### src/common/adctp_regs.vh
// register map, field positions and timing constants of the converter result path
`ifndef ADCTP_REGS_VH
`define ADCTP_REGS_VH

// ==========================================================================
// register offsets (byte addresses on the plain register port)
`define ADCTP_A_CTRL0     8'h00
`define ADCTP_A_CTRL1     8'h01
`define ADCTP_A_CTRL2     8'h02
`define ADCTP_A_RES_L     8'h03
`define ADCTP_A_RES_H     8'h04
`define ADCTP_A_TEMP_L    8'h05
`define ADCTP_A_TEMP_H    8'h06
`define ADCTP_A_IRQ_STAT  8'h07
`define ADCTP_A_IRQ_MASK  8'h08
`define ADCTP_A_OPT_MAP   8'h09
`define ADCTP_A_TBL_AL    8'h0A
`define ADCTP_A_TBL_AH    8'h0B
`define ADCTP_A_TBL_DATA  8'h0C

// ==========================================================================
// control 0 fields
`define ADCTP_C0_START    7
`define ADCTP_C0_BUSY     6
`define ADCTP_C0_PWR      5
// control 1 fields
`define ADCTP_C1_INSEL_HI 7
`define ADCTP_C1_INSEL_LO 5
`define ADCTP_C1_REF_HI   4
`define ADCTP_C1_REF_LO   3
`define ADCTP_C1_CLK_HI   2
`define ADCTP_C1_CLK_LO   0
// control 2 fields
`define ADCTP_C2_MODE     0
`define ADCTP_C2_TEMP_SENSOR_ENABLE     1
// interrupt status and mask fields
`define ADCTP_IRQ_CONV    0
`define ADCTP_IRQ_TEMP    1
`define ADCTP_IRQ_W       2
// option map control field
`define ADCTP_OPT_EN      0

// ==========================================================================
// reset values
`define ADCTP_RST_BYTE    8'h00
`define ADCTP_RST_CODE    12'h000
`define ADCTP_RST_ADDR    12'h000
`define ADCTP_RST_IRQ     2'h0

// ==========================================================================
// converter constants
`define ADCTP_INSEL_TEMP  3'h2
`define ADCTP_SMP_NORM    6'h04
`define ADCTP_SMP_TEMP    6'h2E
`define ADCTP_CNV_BITS    4'hC
`define ADCTP_DIV_BASE    9'h002
`define ADCTP_DIV_ONE     9'h001
`define ADCTP_CODE_MSB    4'hB

// ==========================================================================
// calibration constant locations on the last program memory page
`define ADCTP_LOC_SLOPE_H 12'hFD5
`define ADCTP_LOC_SLOPE_L 12'hFD6
`define ADCTP_LOC_OFS_H   12'hFD7
`define ADCTP_LOC_OFS_L   12'hFD8

`endif

### src/core/adctp_top.v
// converter control, result registers and temperature result path
//
// Behaviour
// - disabled converter is powered down, draws nothing
// - result is 12-bit unsigned, FFF full scale
// - transitions shifted half LSB down
// - slope times code, drop low 12 bits
// - subtract offset, keep low 12 bits
// - temperature is signed, sixteenth degree steps
// - slope bytes at FD5 and FD6
// - offset bytes at FD7 and FD8
// - constants readable only with option mapping on
// - start low-high-low; rise resets, fall starts
// - result read as low byte then high
// - 16 periods normal, 58 for temperature
// - busy high during conversion, low when valid
`timescale 1ns/10ps
`include "adctp_regs.vh"

module adctp_top (
    // clock and reset
    input  wire        clock,
    input  wire        reset,
    // register port
    input  wire [7:0]  reg_addr,
    input  wire [7:0]  reg_wdata,
    input  wire        reg_write,
    input  wire        reg_read,
    output reg  [7:0]  reg_rdata_r,
    // calibration constants from option memory
    input  wire [15:0] cal_slope,
    input  wire [11:0] cal_offset,
    // analog converter core
    input  wire        comp_in,
    output reg  [11:0] dac_code_r,
    output wire        dac_half_lsb_shift,
    output wire        analog_power_on,
    output reg         sample_en_r,
    output wire [2:0]  input_select,
    output wire [1:0]  ref_select,
    output wire        temp_sensor_enable,
    output wire        conv_mode_select,
    // status and interrupt
    output wire        conv_busy_flag,
    output wire        conv_irq_request,
    output wire        conv_irq_enable,
    output wire        irq
);

    // ======================================================================
    // sequencer states
    localparam [1:0] ST_IDLE   = 2'h0;   // waiting for a start
    localparam [1:0] ST_SAMPLE = 2'h1;   // input tracking phase
    localparam [1:0] ST_CONV   = 2'h2;   // successive approximation

    // ======================================================================
    // software registers
    reg  [7:0]  ctrl0_r;        // start and power enable
    reg  [7:0]  ctrl1_r;        // input, reference and clock select
    reg  [7:0]  ctrl2_r;        // mode and sensor enable
    reg  [1:0]  irq_stat_r;     // sticky event bits
    reg  [1:0]  irq_mask_r;     // event enables
    reg         opt_map_r;      // option memory mapping control
    reg  [11:0] tbl_addr_r;     // table read pointer
    reg  [11:0] result_r;       // last conversion code
    reg         start_prev_r;   // start bit one cycle ago

    // ======================================================================
    // sequencer registers
    reg  [1:0]  state_r;        // sequencer state
    reg  [8:0]  div_cnt_r;      // converter clock divider
    reg  [5:0]  phase_cnt_r;    // periods left in the phase
    reg  [3:0]  bit_idx_r;      // bit under trial
    reg         temp_src_r;     // conversion is of the sensor
    reg         conv_done_r;    // one-cycle end of conversion

    // ======================================================================
    // decoded fields
    wire        start_bit;
    wire        pwr_en;
    wire [2:0]  clk_sel;
    wire [8:0]  div_lim;
    wire        adc_tick;
    wire        start_rise;
    wire        start_fall;
    wire        temp_selected;
    wire [11:0] trial_mask;
    wire [11:0] temp_val;
    wire        temp_done;
    wire [7:0]  tbl_data;
    wire [1:0]  irq_set;
    wire [1:0]  irq_clr;
    wire        wr_stat;

    assign start_bit     = ctrl0_r[`ADCTP_C0_START];
    assign pwr_en        = ctrl0_r[`ADCTP_C0_PWR];
    assign clk_sel       = ctrl1_r[`ADCTP_C1_CLK_HI:`ADCTP_C1_CLK_LO];
    assign input_select  = ctrl1_r[`ADCTP_C1_INSEL_HI:`ADCTP_C1_INSEL_LO];
    assign ref_select    = ctrl1_r[`ADCTP_C1_REF_HI:`ADCTP_C1_REF_LO];
    assign conv_mode_select   = ctrl2_r[`ADCTP_C2_MODE];
    assign temp_sensor_enable = ctrl2_r[`ADCTP_C2_TEMP_SENSOR_ENABLE] & pwr_en;
    assign temp_selected = (input_select == `ADCTP_INSEL_TEMP);

    // converter clock is the system clock divided by two to the sel plus one
    assign div_lim  = (`ADCTP_DIV_BASE << clk_sel) - `ADCTP_DIV_ONE;
    assign adc_tick = (div_cnt_r == div_lim);

    // start bit edges, seen from the stored register value
    assign start_rise = start_bit & ~start_prev_r;
    assign start_fall = ~start_bit & start_prev_r;

    // analog supply follows the enable bit alone, so no input level can
    // keep the core drawing current while it is off
    assign analog_power_on = pwr_en;

    // the comparator reference is lowered by half a code step so that each
    // transition above zero lands half a step early and the last one a step
    // and a half below the reference
    assign dac_half_lsb_shift = pwr_en;

    assign trial_mask = 12'h001 << bit_idx_r;

    assign conv_busy_flag = (state_r != ST_IDLE);

    // ======================================================================
    // interrupt logic: events set, a written one clears, set wins
    assign irq_set = {temp_done, conv_done_r};
    assign wr_stat = reg_write & (reg_addr == `ADCTP_A_IRQ_STAT);
    assign irq_clr = wr_stat ? reg_wdata[`ADCTP_IRQ_W-1:0] : `ADCTP_RST_IRQ;
    assign irq     = |(irq_stat_r & irq_mask_r);
    assign conv_irq_request = irq_stat_r[`ADCTP_IRQ_CONV];
    assign conv_irq_enable  = irq_mask_r[`ADCTP_IRQ_CONV];

    // ======================================================================
    // calibration constants appear on the last page only while mapped
    assign tbl_data =
        !opt_map_r                          ? `ADCTP_RST_BYTE :
        (tbl_addr_r == `ADCTP_LOC_SLOPE_H)  ? cal_slope[15:8] :
        (tbl_addr_r == `ADCTP_LOC_SLOPE_L)  ? cal_slope[7:0] :
        (tbl_addr_r == `ADCTP_LOC_OFS_H)    ? cal_offset[11:4] :
        (tbl_addr_r == `ADCTP_LOC_OFS_L)    ? {4'h0, cal_offset[3:0]} :
                                              `ADCTP_RST_BYTE;

    // ======================================================================
    // temperature calculation, fed when a sensor conversion ends
    adctp_temp u_temp (
        .clock       (clock),
        .reset       (reset),
        .go          (conv_done_r & temp_src_r),
        .sensor_code (result_r),
        .slope       (cal_slope),
        .offset      (cal_offset),
        .temp_r      (temp_val),
        .done_r      (temp_done)
    );

    // ======================================================================
    // software register writes
    always @(posedge clock) begin
        if (reset) begin
            ctrl0_r      <= `ADCTP_RST_BYTE;
            ctrl1_r      <= `ADCTP_RST_BYTE;
            ctrl2_r      <= `ADCTP_RST_BYTE;
            irq_mask_r   <= `ADCTP_RST_IRQ;
            opt_map_r    <= 1'b0;
            tbl_addr_r   <= `ADCTP_RST_ADDR;
            start_prev_r <= 1'b0;
        end else begin
            start_prev_r <= start_bit;
            if (reg_write) begin
                case (reg_addr)
                    `ADCTP_A_CTRL0: begin
                        // busy is status only, never stored
                        ctrl0_r <= reg_wdata & ~(8'h01 << `ADCTP_C0_BUSY);
                    end
                    `ADCTP_A_CTRL1: begin
                        ctrl1_r <= reg_wdata;
                    end
                    `ADCTP_A_CTRL2: begin
                        ctrl2_r <= reg_wdata;
                    end
                    `ADCTP_A_IRQ_MASK: begin
                        irq_mask_r <= reg_wdata[`ADCTP_IRQ_W-1:0];
                    end
                    `ADCTP_A_OPT_MAP: begin
                        opt_map_r <= reg_wdata[`ADCTP_OPT_EN];
                    end
                    `ADCTP_A_TBL_AL: begin
                        tbl_addr_r[7:0] <= reg_wdata;
                    end
                    `ADCTP_A_TBL_AH: begin
                        tbl_addr_r[11:8] <= reg_wdata[3:0];
                    end
                    default: begin
                        // read-only, unmapped, or status cleared by its own block; nothing stored here
                    end
                endcase
            end
        end
    end

    // ======================================================================
    // sticky interrupt status
    always @(posedge clock) begin
        if (reset) begin
            irq_stat_r <= `ADCTP_RST_IRQ;
        end else begin
            // an event in the clearing cycle survives
            irq_stat_r <= (irq_stat_r & ~irq_clr) | irq_set;
        end
    end

    // ======================================================================
    // converter clock divider, restarted by every start edge so the first
    // period of a conversion is always whole
    always @(posedge clock) begin
        if (reset) begin
            div_cnt_r <= 9'h000;
        end else if (!pwr_en || start_rise || start_fall || adc_tick) begin
            div_cnt_r <= 9'h000;
        end else begin
            div_cnt_r <= div_cnt_r + `ADCTP_DIV_ONE;
        end
    end

    // ======================================================================
    // conversion sequencer
    always @(posedge clock) begin
        if (reset) begin
            state_r     <= ST_IDLE;
            phase_cnt_r <= 6'h00;
            bit_idx_r   <= 4'h0;
            temp_src_r  <= 1'b0;
            conv_done_r <= 1'b0;
            sample_en_r <= 1'b0;
            dac_code_r  <= `ADCTP_RST_CODE;
            result_r    <= `ADCTP_RST_CODE;
        end else begin
            conv_done_r <= 1'b0;
            if (!pwr_en) begin
                // powered down: everything parked, result kept
                state_r     <= ST_IDLE;
                sample_en_r <= 1'b0;
                dac_code_r  <= `ADCTP_RST_CODE;
            end else if (start_rise) begin
                // rising step resets the converter, aborting any conversion
                state_r     <= ST_IDLE;
                sample_en_r <= 1'b0;
                dac_code_r  <= `ADCTP_RST_CODE;
            end else if (start_fall) begin
                // falling step begins sampling; sensor input needs longer
                state_r     <= ST_SAMPLE;
                sample_en_r <= 1'b1;
                temp_src_r  <= temp_selected;
                phase_cnt_r <= temp_selected ? `ADCTP_SMP_TEMP
                                             : `ADCTP_SMP_NORM;
                dac_code_r  <= `ADCTP_RST_CODE;
            end else if (adc_tick) begin
                case (state_r)
                    ST_SAMPLE: begin
                        if (phase_cnt_r == 6'h01) begin
                            // hold the input, try the top bit first
                            state_r     <= ST_CONV;
                            sample_en_r <= 1'b0;
                            bit_idx_r   <= `ADCTP_CODE_MSB;
                            phase_cnt_r <= {2'h0, `ADCTP_CNV_BITS};
                            dac_code_r  <= 12'h800;
                        end else begin
                            phase_cnt_r <= phase_cnt_r - 6'h01;
                        end
                    end
                    ST_CONV: begin
                        // comparator high keeps the trial bit
                        if (phase_cnt_r == 6'h01) begin
                            state_r     <= ST_IDLE;
                            conv_done_r <= 1'b1;
                            result_r    <= comp_in ? dac_code_r
                                                   : (dac_code_r & ~trial_mask);
                            dac_code_r  <= `ADCTP_RST_CODE;
                        end else begin
                            phase_cnt_r <= phase_cnt_r - 6'h01;
                            bit_idx_r   <= bit_idx_r - 4'h1;
                            dac_code_r  <= (comp_in ? dac_code_r
                                                    : (dac_code_r & ~trial_mask))
                                           | (trial_mask >> 1);
                        end
                    end
                    default: begin
                        // idle: nothing to time
                        state_r <= ST_IDLE;
                    end
                endcase
            end
        end
    end

    // ======================================================================
    // temperature result storage
    reg [11:0] temp_r;   // last temperature, signed sixteenth degrees

    always @(posedge clock) begin
        if (reset) begin
            temp_r <= `ADCTP_RST_CODE;
        end else if (temp_done) begin
            temp_r <= temp_val;
        end
    end

    // ======================================================================
    // register read, data stands in the cycle after the strobe only
    always @(posedge clock) begin
        if (reset) begin
            reg_rdata_r <= `ADCTP_RST_BYTE;
        end else if (!reg_read) begin
            reg_rdata_r <= `ADCTP_RST_BYTE;
        end else begin
            case (reg_addr)
                `ADCTP_A_CTRL0: begin
                    reg_rdata_r <= ctrl0_r
                                 | ({7'h00, conv_busy_flag} << `ADCTP_C0_BUSY);
                end
                `ADCTP_A_CTRL1: begin
                    reg_rdata_r <= ctrl1_r;
                end
                `ADCTP_A_CTRL2: begin
                    reg_rdata_r <= ctrl2_r;
                end
                `ADCTP_A_RES_L: begin
                    reg_rdata_r <= result_r[7:0];
                end
                `ADCTP_A_RES_H: begin
                    reg_rdata_r <= {4'h0, result_r[11:8]};
                end
                `ADCTP_A_TEMP_L: begin
                    reg_rdata_r <= temp_r[7:0];
                end
                `ADCTP_A_TEMP_H: begin
                    // sign extended so the byte pair reads as a signed value
                    reg_rdata_r <= {{4{temp_r[11]}}, temp_r[11:8]};
                end
                `ADCTP_A_IRQ_STAT: begin
                    reg_rdata_r <= {6'h00, irq_stat_r};
                end
                `ADCTP_A_IRQ_MASK: begin
                    reg_rdata_r <= {6'h00, irq_mask_r};
                end
                `ADCTP_A_OPT_MAP: begin
                    reg_rdata_r <= {7'h00, opt_map_r};
                end
                `ADCTP_A_TBL_AL: begin
                    reg_rdata_r <= tbl_addr_r[7:0];
                end
                `ADCTP_A_TBL_AH: begin
                    reg_rdata_r <= {4'h0, tbl_addr_r[11:8]};
                end
                `ADCTP_A_TBL_DATA: begin
                    reg_rdata_r <= tbl_data;
                end
                default: begin
                    // unmapped addresses read as zero
                    reg_rdata_r <= `ADCTP_RST_BYTE;
                end
            endcase
        end
    end

endmodule

### src/core/adctp_temp.v
// temperature calculation from slope, offset and sensor code
`timescale 1ns/10ps
`include "adctp_regs.vh"

module adctp_temp (
    // clock and reset
    input  wire        clock,
    input  wire        reset,
    // request
    input  wire        go,
    input  wire [11:0] sensor_code,
    input  wire [15:0] slope,
    input  wire [11:0] offset,
    // answer
    output reg  [11:0] temp_r,
    output reg         done_r
);

    // ======================================================================
    // datapath
    wire [27:0] product;   // full width, no bits lost before the shift
    wire [15:0] shifted;   // product with its low twelve bits removed
    wire [15:0] diff;      // shifted minus offset, wraps as two's complement

    assign product = {12'h000, slope} * {16'h0000, sensor_code};
    assign shifted = product[27:12];
    assign diff    = shifted - {4'h0, offset};

    // ======================================================================
    // result register, one cycle after go
    always @(posedge clock) begin
        if (reset) begin
            temp_r <= `ADCTP_RST_CODE;
            done_r <= 1'b0;
        end else begin
            done_r <= go;
            if (go) begin
                // low twelve bits form the signed sixteenth-degree value
                temp_r <= diff[11:0];
            end
        end
    end

endmodule

### config.mk
export PLATFORM = sky130hd
export DESIGN_NAME = adctp_top
export DESIGN_NICKNAME = d
export VERILOG_FILES = /design/src/core/adctp_top.v /design/src/core/adctp_temp.v
export VERILOG_INCLUDE_DIRS = /design/src /design/src/common
export SDC_FILE = /design/constraint.sdc
export NUM_CORES = 1
export LEC_CHECK = 0
export BUFFER_PORTS_ARGS = -buffer_cell sky130_fd_sc_hd__buf_2
export CORE_MARGIN = 5
export CORE_UTILIZATION = 65
export CTS_BUF_LIST = sky130_fd_sc_hd__clkbuf_8 sky130_fd_sc_hd__clkbuf_16
export DETAILED_ROUTE_END_ITERATION = 16
export PLACE_DENSITY = 0.86
export SYNTH_ARGS = -nofsm -noshare
export SYNTH_HDL_FRONTEND = slang
export SYNTH_SLANG_ARGS = --single-unit
export TNS_END_PERCENT = 5
### constraint.sdc
create_clock -name clock -period 16 [get_ports clock]
set_clock_uncertainty 0.2 [all_clocks]
set_input_delay 3.2 -clock clock [delete_from_list [all_inputs] [get_ports clock]]
set_output_delay 3.2 -clock clock [all_outputs]
set_load 0.005 [all_outputs]
; Yosys cells after proc, flatten, opt, wreduce, memory -nomap -nowiden
; Cells that the tools add are included.
[op_classes]
n_addsub = 5
n_mul = 1
n_eq_ne = 27
shift = 2
muxes = 30
bitwise_logic = 21
n_reduce_logical = 32
[op_table]
columns = op, count
row1 = one-hot mux 8 bit (13 select lines), 1
row2 = equality test 12 bit (second input constant), 4
row3 = equality test 8 x 4 -> 1 bit (second input constant), 5
row4 = 2-to-1 mux 12 bit, 3
row5 = equality test 8 x 3 -> 1 bit (second input constant), 4
row6 = 2-to-1 mux 8 bit, 4
row7 = 2-to-1 mux 6 bit, 5
row8 = multiplier 16 x 12 -> 24 bit, 1
row9 = one-hot mux 12 bit (2 select lines), 1
row10 = equality test 8 x 2 -> 1 bit (second input constant), 2
row11 = AND reduction 3 bit, 5
row12 = AND reduction 2 bit, 7
row13 = bitwise AND 12 bit, 1
row14 = 2-to-1 mux 4 bit, 3
row15 = NOT 12 bit, 1
row16 = OR 12 x 11 -> 12 bit, 1
row17 = one-hot mux 6 bit (2 select lines), 1
row18 = << shifter 1 x 4 -> 12 bit (first input constant), 1
row19 = subtractor 12 bit, 1
row20 = nonzero test 2 bit, 5
row21 = adder 9 x 1 -> 9 bit (second input constant), 1
row22 = equality test 9 bit, 1
row23 = inequality test 3 bit (second input constant), 3
row24 = << shifter 2 x 3 -> 9 bit (first input constant), 1
row25 = other kinds (30), 56
[totals]
regBits = 122
in_bits = 49
output_inout_bits = 34

; Depth between registers and ports, before layout
; Gate-level depths: netlist (run 1).
[logic_depth]
ltp_word = 7
ltp_mapped = 31
mapped_depth_nobuf = 29

; By module
; A second synthesis (run 1) with hierarchy kept.
[hier_totals]
cells_unflattened = 1419
hier_area_um2 = 12059.1
[modules_own_cells]
columns = mod, n_inst, cells_each, area_per_inst_um2, seq_area_each_um2
row1 = adctp_temp, 1, 728, 6170.9, 260.2
row2 = adctp_top, 1, 691, 5888.1, 2182.1

; Worst setup path before layout (run 1)
; OpenSTA, ideal clock, no wires.
[synth_path]
path_kind = in2reg
startpoint = input cal_slope[8]
endpoint = register u_temp.temp_r[10]
setup_time_ns = 0.071
arrival_time_ns = 9.071
required_ns = 15.729
path_slack_ns = 6.659
cell_stages = 27
path_buffers = 1
cell_sequence = clkbuf_1 > nand2_1 > fa_1 > fa_1 > inv_1 > fa_1 > fa_1 > inv_1 > fa_1 > inv_1 > ha_1 > a21oi_1 > nand2_1 > a221oi_4 > and2b_1 > nor2_1 > xnor2_1 > ha_1 > a21o_1 > a21oi_1 > o21bai_1 > a21oi_1 > o21ai_0 > a211oi_1 > xnor2_1 > nand2_1 > a21oi_1
[synth_via]
elab_chain_len = 2
[synth_lines]
columns = item, line_no
row1 = start: declaration, adctp_top.v:31  ; input wire [15:0] cal_slope,
row2 = multiplier 16 x 12 -> 24 bit, adctp_temp.v:25  ; assign product = {12'h000, slope} * {16'h0000, sensor_code};
row3 = subtractor 12 bit, adctp_temp.v:27  ; assign diff = shifted - {4'h0, offset};
row4 = end signal: assignment, adctp_temp.v:33  ; temp_r <= `ADCTP_RST_CODE;
row5 = end signal: assignment, adctp_temp.v:39  ; temp_r <= diff[11:0];
row6 = end: declaration, adctp_temp.v:15  ; output reg [11:0] temp_r,
; No other way between the ends.
; A chain may end at the register's enable or synchronous reset.

; Final worst setup path (run 1)
[layout_path]
startpoint = input cal_slope[5]
endpoint = register u_temp.temp_r[10]
; The elaborated chain is that of the path after synthesis.

==> results of run 1 <==
[cells by family after synthesis]
| family | share of synthesized area, % |
|---|---|
| adder cells (fa/ha/maj) | 30.4 |
| XOR/XNOR | 2.84 |
| multiplexers | 7.35 |
| buffers and inverters | 9.31 |
| AND/OR/NAND/NOR | 18.9 |
| flip-flops | 20.8 |
| AO/OA/AOI/OAI | 10.4 |
[layout by cell type, fill, tap and decap left out, types with 6 or more instances in the layout]
| master | count |
|---|---|
| a21oi_1 | 77 |
| fa_1 | 135 |
| nand3_1 | 40 |
| a211oi_1 | 6 |
| inv_1 | 201 |
| clkbuf_16 | 17 |
| o21ai_0 | 16 |
| nor3_1 | 20 |
| nand2_1 | 189 |
| dfxtp_1 | 122 |
| mux2i_1 | 58 |
| buf_2 | 82 |
| buf_4 | 7 |
| and3_1 | 7 |
| xor2_1 | 11 |
| a31oi_1 | 8 |
| xnor2_1 | 27 |
| nor2_1 | 110 |
| and2_1 | 60 |
| ha_1 | 69 |
| nand4_1 | 6 |
| mux4_2 | 6 |
| a21boi_0 | 10 |
| nand2b_1 | 14 |
| mux2_2 | 13 |
| a22oi_1 | 9 |
[metrics by stage]
stage,area [um2],util (%),hold WS [ns],worst slack [ns]
2_1_floorplan,11700,-,0.232,6.66
3_3_place_gp,12100,68.1,0.242,6.38
3_5_place_dp,12100,68.1,0.248,6.11
4_1_cts,12800,71.7,0.254,6.53
5_1_grt,12800,71.7,0.275,6.07
6_report,12800,71.7,0.251,6.50
[per-layer routing]
| metal | vias up | part of all wire [%] |
|---|---|---|
| met5 | - | 0 |
| met4 | 0 | 4.9 |
| met3 | 136 | 8.9 |
| met2 | 519 | 49 |
| met1 | 4800 | 37 |
| li1 | 4493 | - |
[worst max-delay path by stage]
stage | startpoint | to | slack (ns) | cells after the start
detailed placement | cal_slope[5] | u_temp.temp_r[10]$_SDFFE_PP0P_ | 6.11 | 28
CTS | cal_slope[5] | u_temp.temp_r[10]$_SDFFE_PP0P_ | 6.53 | 28
global route | cal_slope[5] | u_temp.temp_r[10]$_SDFFE_PP0P_ | 6.07 | 28
global placement | cal_slope[5] | u_temp.temp_r[10]$_SDFFE_PP0P_ | 6.38 | 28
finish | cal_slope[5] | u_temp.temp_r[10]$_SDFFE_PP0P_ | 6.50 | 28
floorplan | cal_slope[8] | u_temp.temp_r[10]$_SDFFE_PP0P_ | 6.66 | 27
[power by group]
part / internal (mW) / switching (mW) / total [mW]
Combinational: 0.0106 / 0.0279 / 0.0385
Clock: 0.275 / 0.145 / 0.420
Sequential: 0.304 / 0.000132 / 0.304
[worst register-to-register path: cells and delay by family (launching register included)]
| kind | cells | cell delay (ns) |
|---|---|---|
| AOI/OAI and AO/OA | 9 | 1.94 |
| xor gates and xnor gates | 2 | 0.31 |
| adders and majority gates | 7 | 3.08 |
| buffers and inverters | 3 | 0.15 |
| DFF | 1 | 0.90 |
| and+or+nand+nor | 5 | 0.74 |
[layout make-up]
| cell class | count | share of cell area, % |
|---|---|---|
| clock inverters | 12 | 1.46 |
| repair buffers | 89 | 3.62 |
| well taps | 229 | 2.24 |
| inverters | 201 | 5.90 |
| flip-flops and latches | 122 | 19.1 |
| clock buffers | 20 | 3.65 |
| multi-input cells | 976 | 64.1 |
[flip-flops by register name, summed over array words and instances (netlist names), 9 cells and up]
signal / cells
dac_code_r: 12
div_cnt_r: 9
result_r: 12
tbl_addr_r: 12
u_temp.temp_r: 12
temp_r: 12
==> impl_metrics.yaml, run 1 <==
status:
  status: "finished clean"
clocking:
  cts_sinks: 122
  cts_hold_buf: 0
  h-tree-depth: 4
  clk_latency_ns: 0.42
  cts_tree: "done"
  ctsLongestPathBuffers: 2
  root_buffer: "clkbuf_16"
  cts_inserted_buffers: 17
  cts_setup_buffers: 0
  postCtsResizedCells: 0
  clk_pin_slew_ns: 0.06
timing:
  min_period_ns: 9.50
  max_freq_ghz: 0.105
  setup_viol: 0
  slew_violations: 0
  rsz0062_at_grt: "no"
  hold_viol_final: 0
  worstMarginPinSlew_ns: 1.09
  post-route-period-util_pct: 59.4
  tns_ns: 0
  max_slew_margin_pct: 26.7
cells_and_area:
  fillers: 1301
  drive_above_1_share_pct: 11.2
  register_area_um2: 2440
  multi_input_area_um2: 8200
  nets: 1660
  post_layout_nonfiller_instances: 1649
  n_antenna_cell: 0
  area_growth_pct: 9.07
power:
  p_total_uw: 763
  cellLeakagePower_nw: 5.91
  vdd_drop_max_mv: 0.0899
  power-per-cell-area_nw_per_um2: 59.6
routing:
  wl_um: 30900
  routed_via_density: 6.03
  num_vias: 9948
  wl_per_cell_um: 18.7
  drt_iter0_markers: 1002
  drc_errors: 0
  drt_first_pass_iters: 6
  ant_nets: 0
floorplan:
  die_area_um2: 20800
  num_rows: 49
  ios: 83
  coreArea_um2: 17800
  die_w_um: 144
  die_h_um: 144
  initial_core_util_pct: 65.8
setup_path:
  cp_data_arrival_time_ns: 9.64
  crit_buf_inv: 5
  critical-path-max-stage-delay_ns: 0.53
  path_common_cell: "fa_1"
  critPathLaunchType: "primary input"
  timing.rr.start: "result_r[4]$_SDFFE_PP0P_"
  crit_type: "in2reg"
  cp_slowest_cell: "fa_1"
  path_delay_family: "adder cells"
  crit_fanout: 13
  r2r-end: "u_temp.temp_r[10]$_SDFFE_PP0P_"
  worstRegToRegCells: 26
  end_kind: "flop"
  cp.required_ns: 16.14
  rrSetupSlack_ns: 8.61
logic_synthesis:
  yosys.area.top_type: "fa_1"
  synth_async_sr_flop_share_pct: 0
  ys_seq_elements: 122
  syn-cell-area_um2: 11700
  synth_cell_types: 70
  ys_warn_count: 0
  netlist.area_leader.share_pct: 23.0
  syn_avg_cell_area_um2: 8.50
  synth.most_common_cell: "inv_1"
  syn_inst: 1381
  synth_commonest_cells: "201 x inv_1, 189 x nand2_1, 135 x fa_1"
  synth_flop_cell: "dfxtp_1"
  synth_fp_nets: 1634
  synth_area_leaders: "fa_1 23%, dfxtp_1 21%, ha_1 7.4%"
  yosysSeqAreaShare_pct: 20.8
  synth-edff-count: 0
run:
  cap_violations: 0
global_routing:
  grt_util_met2_pct: 53.0
  overflow: 0
  grt.busiest_layer: "met2"
  grtUsageMet3_pct: 6.25
  grt_pass1_vias: 10300
  grt_start_max_net_pins: 92
  antenna_found_initial: 0
  track_usage_pct: 31.0
  met1_usage_pct: 37.7
  grt_pass1_wl_um: 51000
placement:
  dp.cells: 1617
  dp_hpwl_um: 23100
  port-buffer-count: 82
  routabilityCongestion: 0.930
min_path:
  hold_path_end: "u_temp.temp_r[4]$_SDFFE_PP0P_"
  hold_depth: 2
  hold_class: "reg2reg"
  min-delay-start: "u_temp.temp_r[4]$_SDFFE_PP0P_"
(Power assumes the default switching activity.)
==> inputs of run 2 (changes only) <==
CORE_UTILIZATION = 57   (was 65)
PLACE_DENSITY = 0.8   (was 0.86)
clock period = 8.15 ns   (was 16 ns; I/O delays follow)
==> impl_metrics.yaml, run 2 (synthesis gave the netlist of run 1 again) <==
routing:
  ant_nets: 0
  drt_iter0_markers: 884
  drt_first_pass_iters: 5
  num_vias: 9737
  wl_per_cell_um: 18.3
  drc_errors: 0
  routed_via_density: 5.71
  wl_um: 31200
placement:
  post-place-ws_ns: 0.0925
  routabilityCongestion: 0.968
  port-buffer-count: 82
  dp_hpwl_um: 24000
global_routing:
  overflow: 0
  grtUsageMet3_pct: 5.63
  met1_usage_pct: 36.3
  grt.busiest_layer: "met2"
  grt_start_max_net_pins: 92
  antenna_found_initial: 0
  grt_pass1_vias: 10000
  grt_util_met2_pct: 43.8
  grt_pass1_wl_um: 51200
  track_usage_pct: 27.0
clocking:
  clk_latency_ns: 0.43
  postCtsResizedCells: 0
  cts_hold_buf: 0
  clk_pin_slew_ns: 0.06
  cts_setup_buffers: 0
  h-tree-depth: 4
  cts_inserted_buffers: 17
  cts_sinks: 122
  root_buffer: "clkbuf_16"
  ctsLongestPathBuffers: 2
  cts_tree: "done"
floorplan:
  coreArea_um2: 20200
  initial_core_util_pct: 58.0
  num_rows: 52
  die_w_um: 153
  die_h_um: 153
  ios: 83
  die_area_um2: 23600
cells_and_area:
  area_growth_pct: 10.0
  drive_above_1_share_pct: 12.1
  final_cell_mix: "202 x inv_1, 189 x nand2_1, 135 x fa_1"
  multi_input_area_um2: 8200
  final_util_pct: 63.8
  register_area_um2: 2440
  n_antenna_cell: 0
  final_common_cell: "inv_1"
  fillers: 1676
  nets: 1676
setup_path:
  r2r-end: "u_temp.temp_r[11]$_SDFFE_PP0P_"
  cp_slowest_cell: "fa_1"
  critPathLaunchType: "primary input"
  crit_buf_inv: 5
  cp_data_arrival_time_ns: 7.75
  timing.rr.start: "result_r[6]$_SDFFE_PP0P_"
  path_common_cell: "fa_1"
  worstRegToRegCells: 26
  path_delay_family: "adder cells"
  cp.required_ns: 8.22
  crit_type: "in2reg"
  critical-path-max-stage-delay_ns: 0.53
  end_kind: "flop"
  crit_fanout: 6
  rrSetupSlack_ns: 0.97
power:
  vdd_drop_max_mv: 0.117
  power_frac_comb_pct: 5.5
  switching_share_pct: 25.0
  power-per-cell-area_nw_per_um2: 111
  internal-power_mw: 1.08
  switching_power_uw: 359
  clkPwrFrac_pct: 52.9
  cellLeakagePower_nw: 5.97
  p_seq_share_pct: 41.6
min_path:
  hold_class: "reg2reg"
  min-delay-start: "u_temp.temp_r[7]$_SDFFE_PP0P_"
  hold_depth: 2
  hold_path_end: "u_temp.temp_r[7]$_SDFFE_PP0P_"
timing:
  setup_slack_ns: 0.473
  hold_viol_final: 0
  max_freq_ghz: 0.130
  tns_ns: 0
  min_period_ns: 7.68
  setup_viol: 0
  worstMarginPinSlew_ns: 1.06
  post-route-period-util_pct: 94.2
  max_slew_margin_pct: 29.2
  rsz0062_at_grt: "no"
  slew_violations: 0
run:
  cap_violations: 0
status:
  status: "finished clean"
[run 2: changes by cell type in the layout (fill, tap and decap cells not counted)]
| cell | change |
|---|---|
| inv_1 | +1 |
| buf_4 | +16 |
| bufinv_16 | -2 |
| clkbuf_8 | -3 |
| inv_6 | +3 |
| inv_8 | +1 |
[run 2: metrics by stage]
stage / std cells / cell area [um2] / power (mW) / hold slack, ns
CTS: 1706 / 12900 / 1.44 / 0.257
detailed placement: 1674 / 12300 / 0.686 / 0.248
global placement: 1674 / 12300 / 0.686 / 0.241
finish: 1706 / 12900 / 1.44 / 0.256
floorplan: 1381 / 11700 / 0.650 / 0.232
global route: 1706 / 12900 / 1.48 / 0.277
[run 2: worst max path at each step]
stage	start	cells past startpoint	end
floorplan	cal_slope[8]	27	u_temp.temp_r[10]$_SDFFE_PP0P_
global placement	cal_slope[5]	28	u_temp.temp_r[10]$_SDFFE_PP0P_
detailed placement	cal_slope[4]	28	u_temp.temp_r[10]$_SDFFE_PP0P_
CTS	cal_slope[4]	28	u_temp.temp_r[10]$_SDFFE_PP0P_
global route	cal_slope[2]	27	u_temp.temp_r[10]$_SDFFE_PP0P_
finish	cal_slope[4]	28	u_temp.temp_r[11]$_SDFFE_PP0P_
[run 2: routing by layer]
layer	wire [um]	up-vias
met2	14700	425
met5	0	-
met1	13000	4723
met3	2490	74
li1	-	4515
met4	911	0
[run 2: power by group through the flow]
stage	sequential (mW)	combinational [mW]	clock, mW
2_1_floorplan	0.610	0.0403	0
3_3_place_gp	0.610	0.0761	0
3_5_place_dp	0.610	0.0764	0
4_1_cts	0.597	0.0771	0.771
5_1_grt	0.597	0.0840	0.799
6_report	0.597	0.0791	0.760
[run 2: layout make-up]
type,instances,share of cell area (%)
clock inverters,15,1.30
well taps,270,2.62
inverters,201,5.84
flip-flops and latches,122,18.9
clock buffers,17,3.30
repair buffers,105,4.52
multi-input cells,976,63.5
[run 2: worst min-delay path, cell delays in order, from the launching register on]
cell	delay [ns]
dfxtp_1	0.31
nand2_1	0.05
a21oi_1	0.05
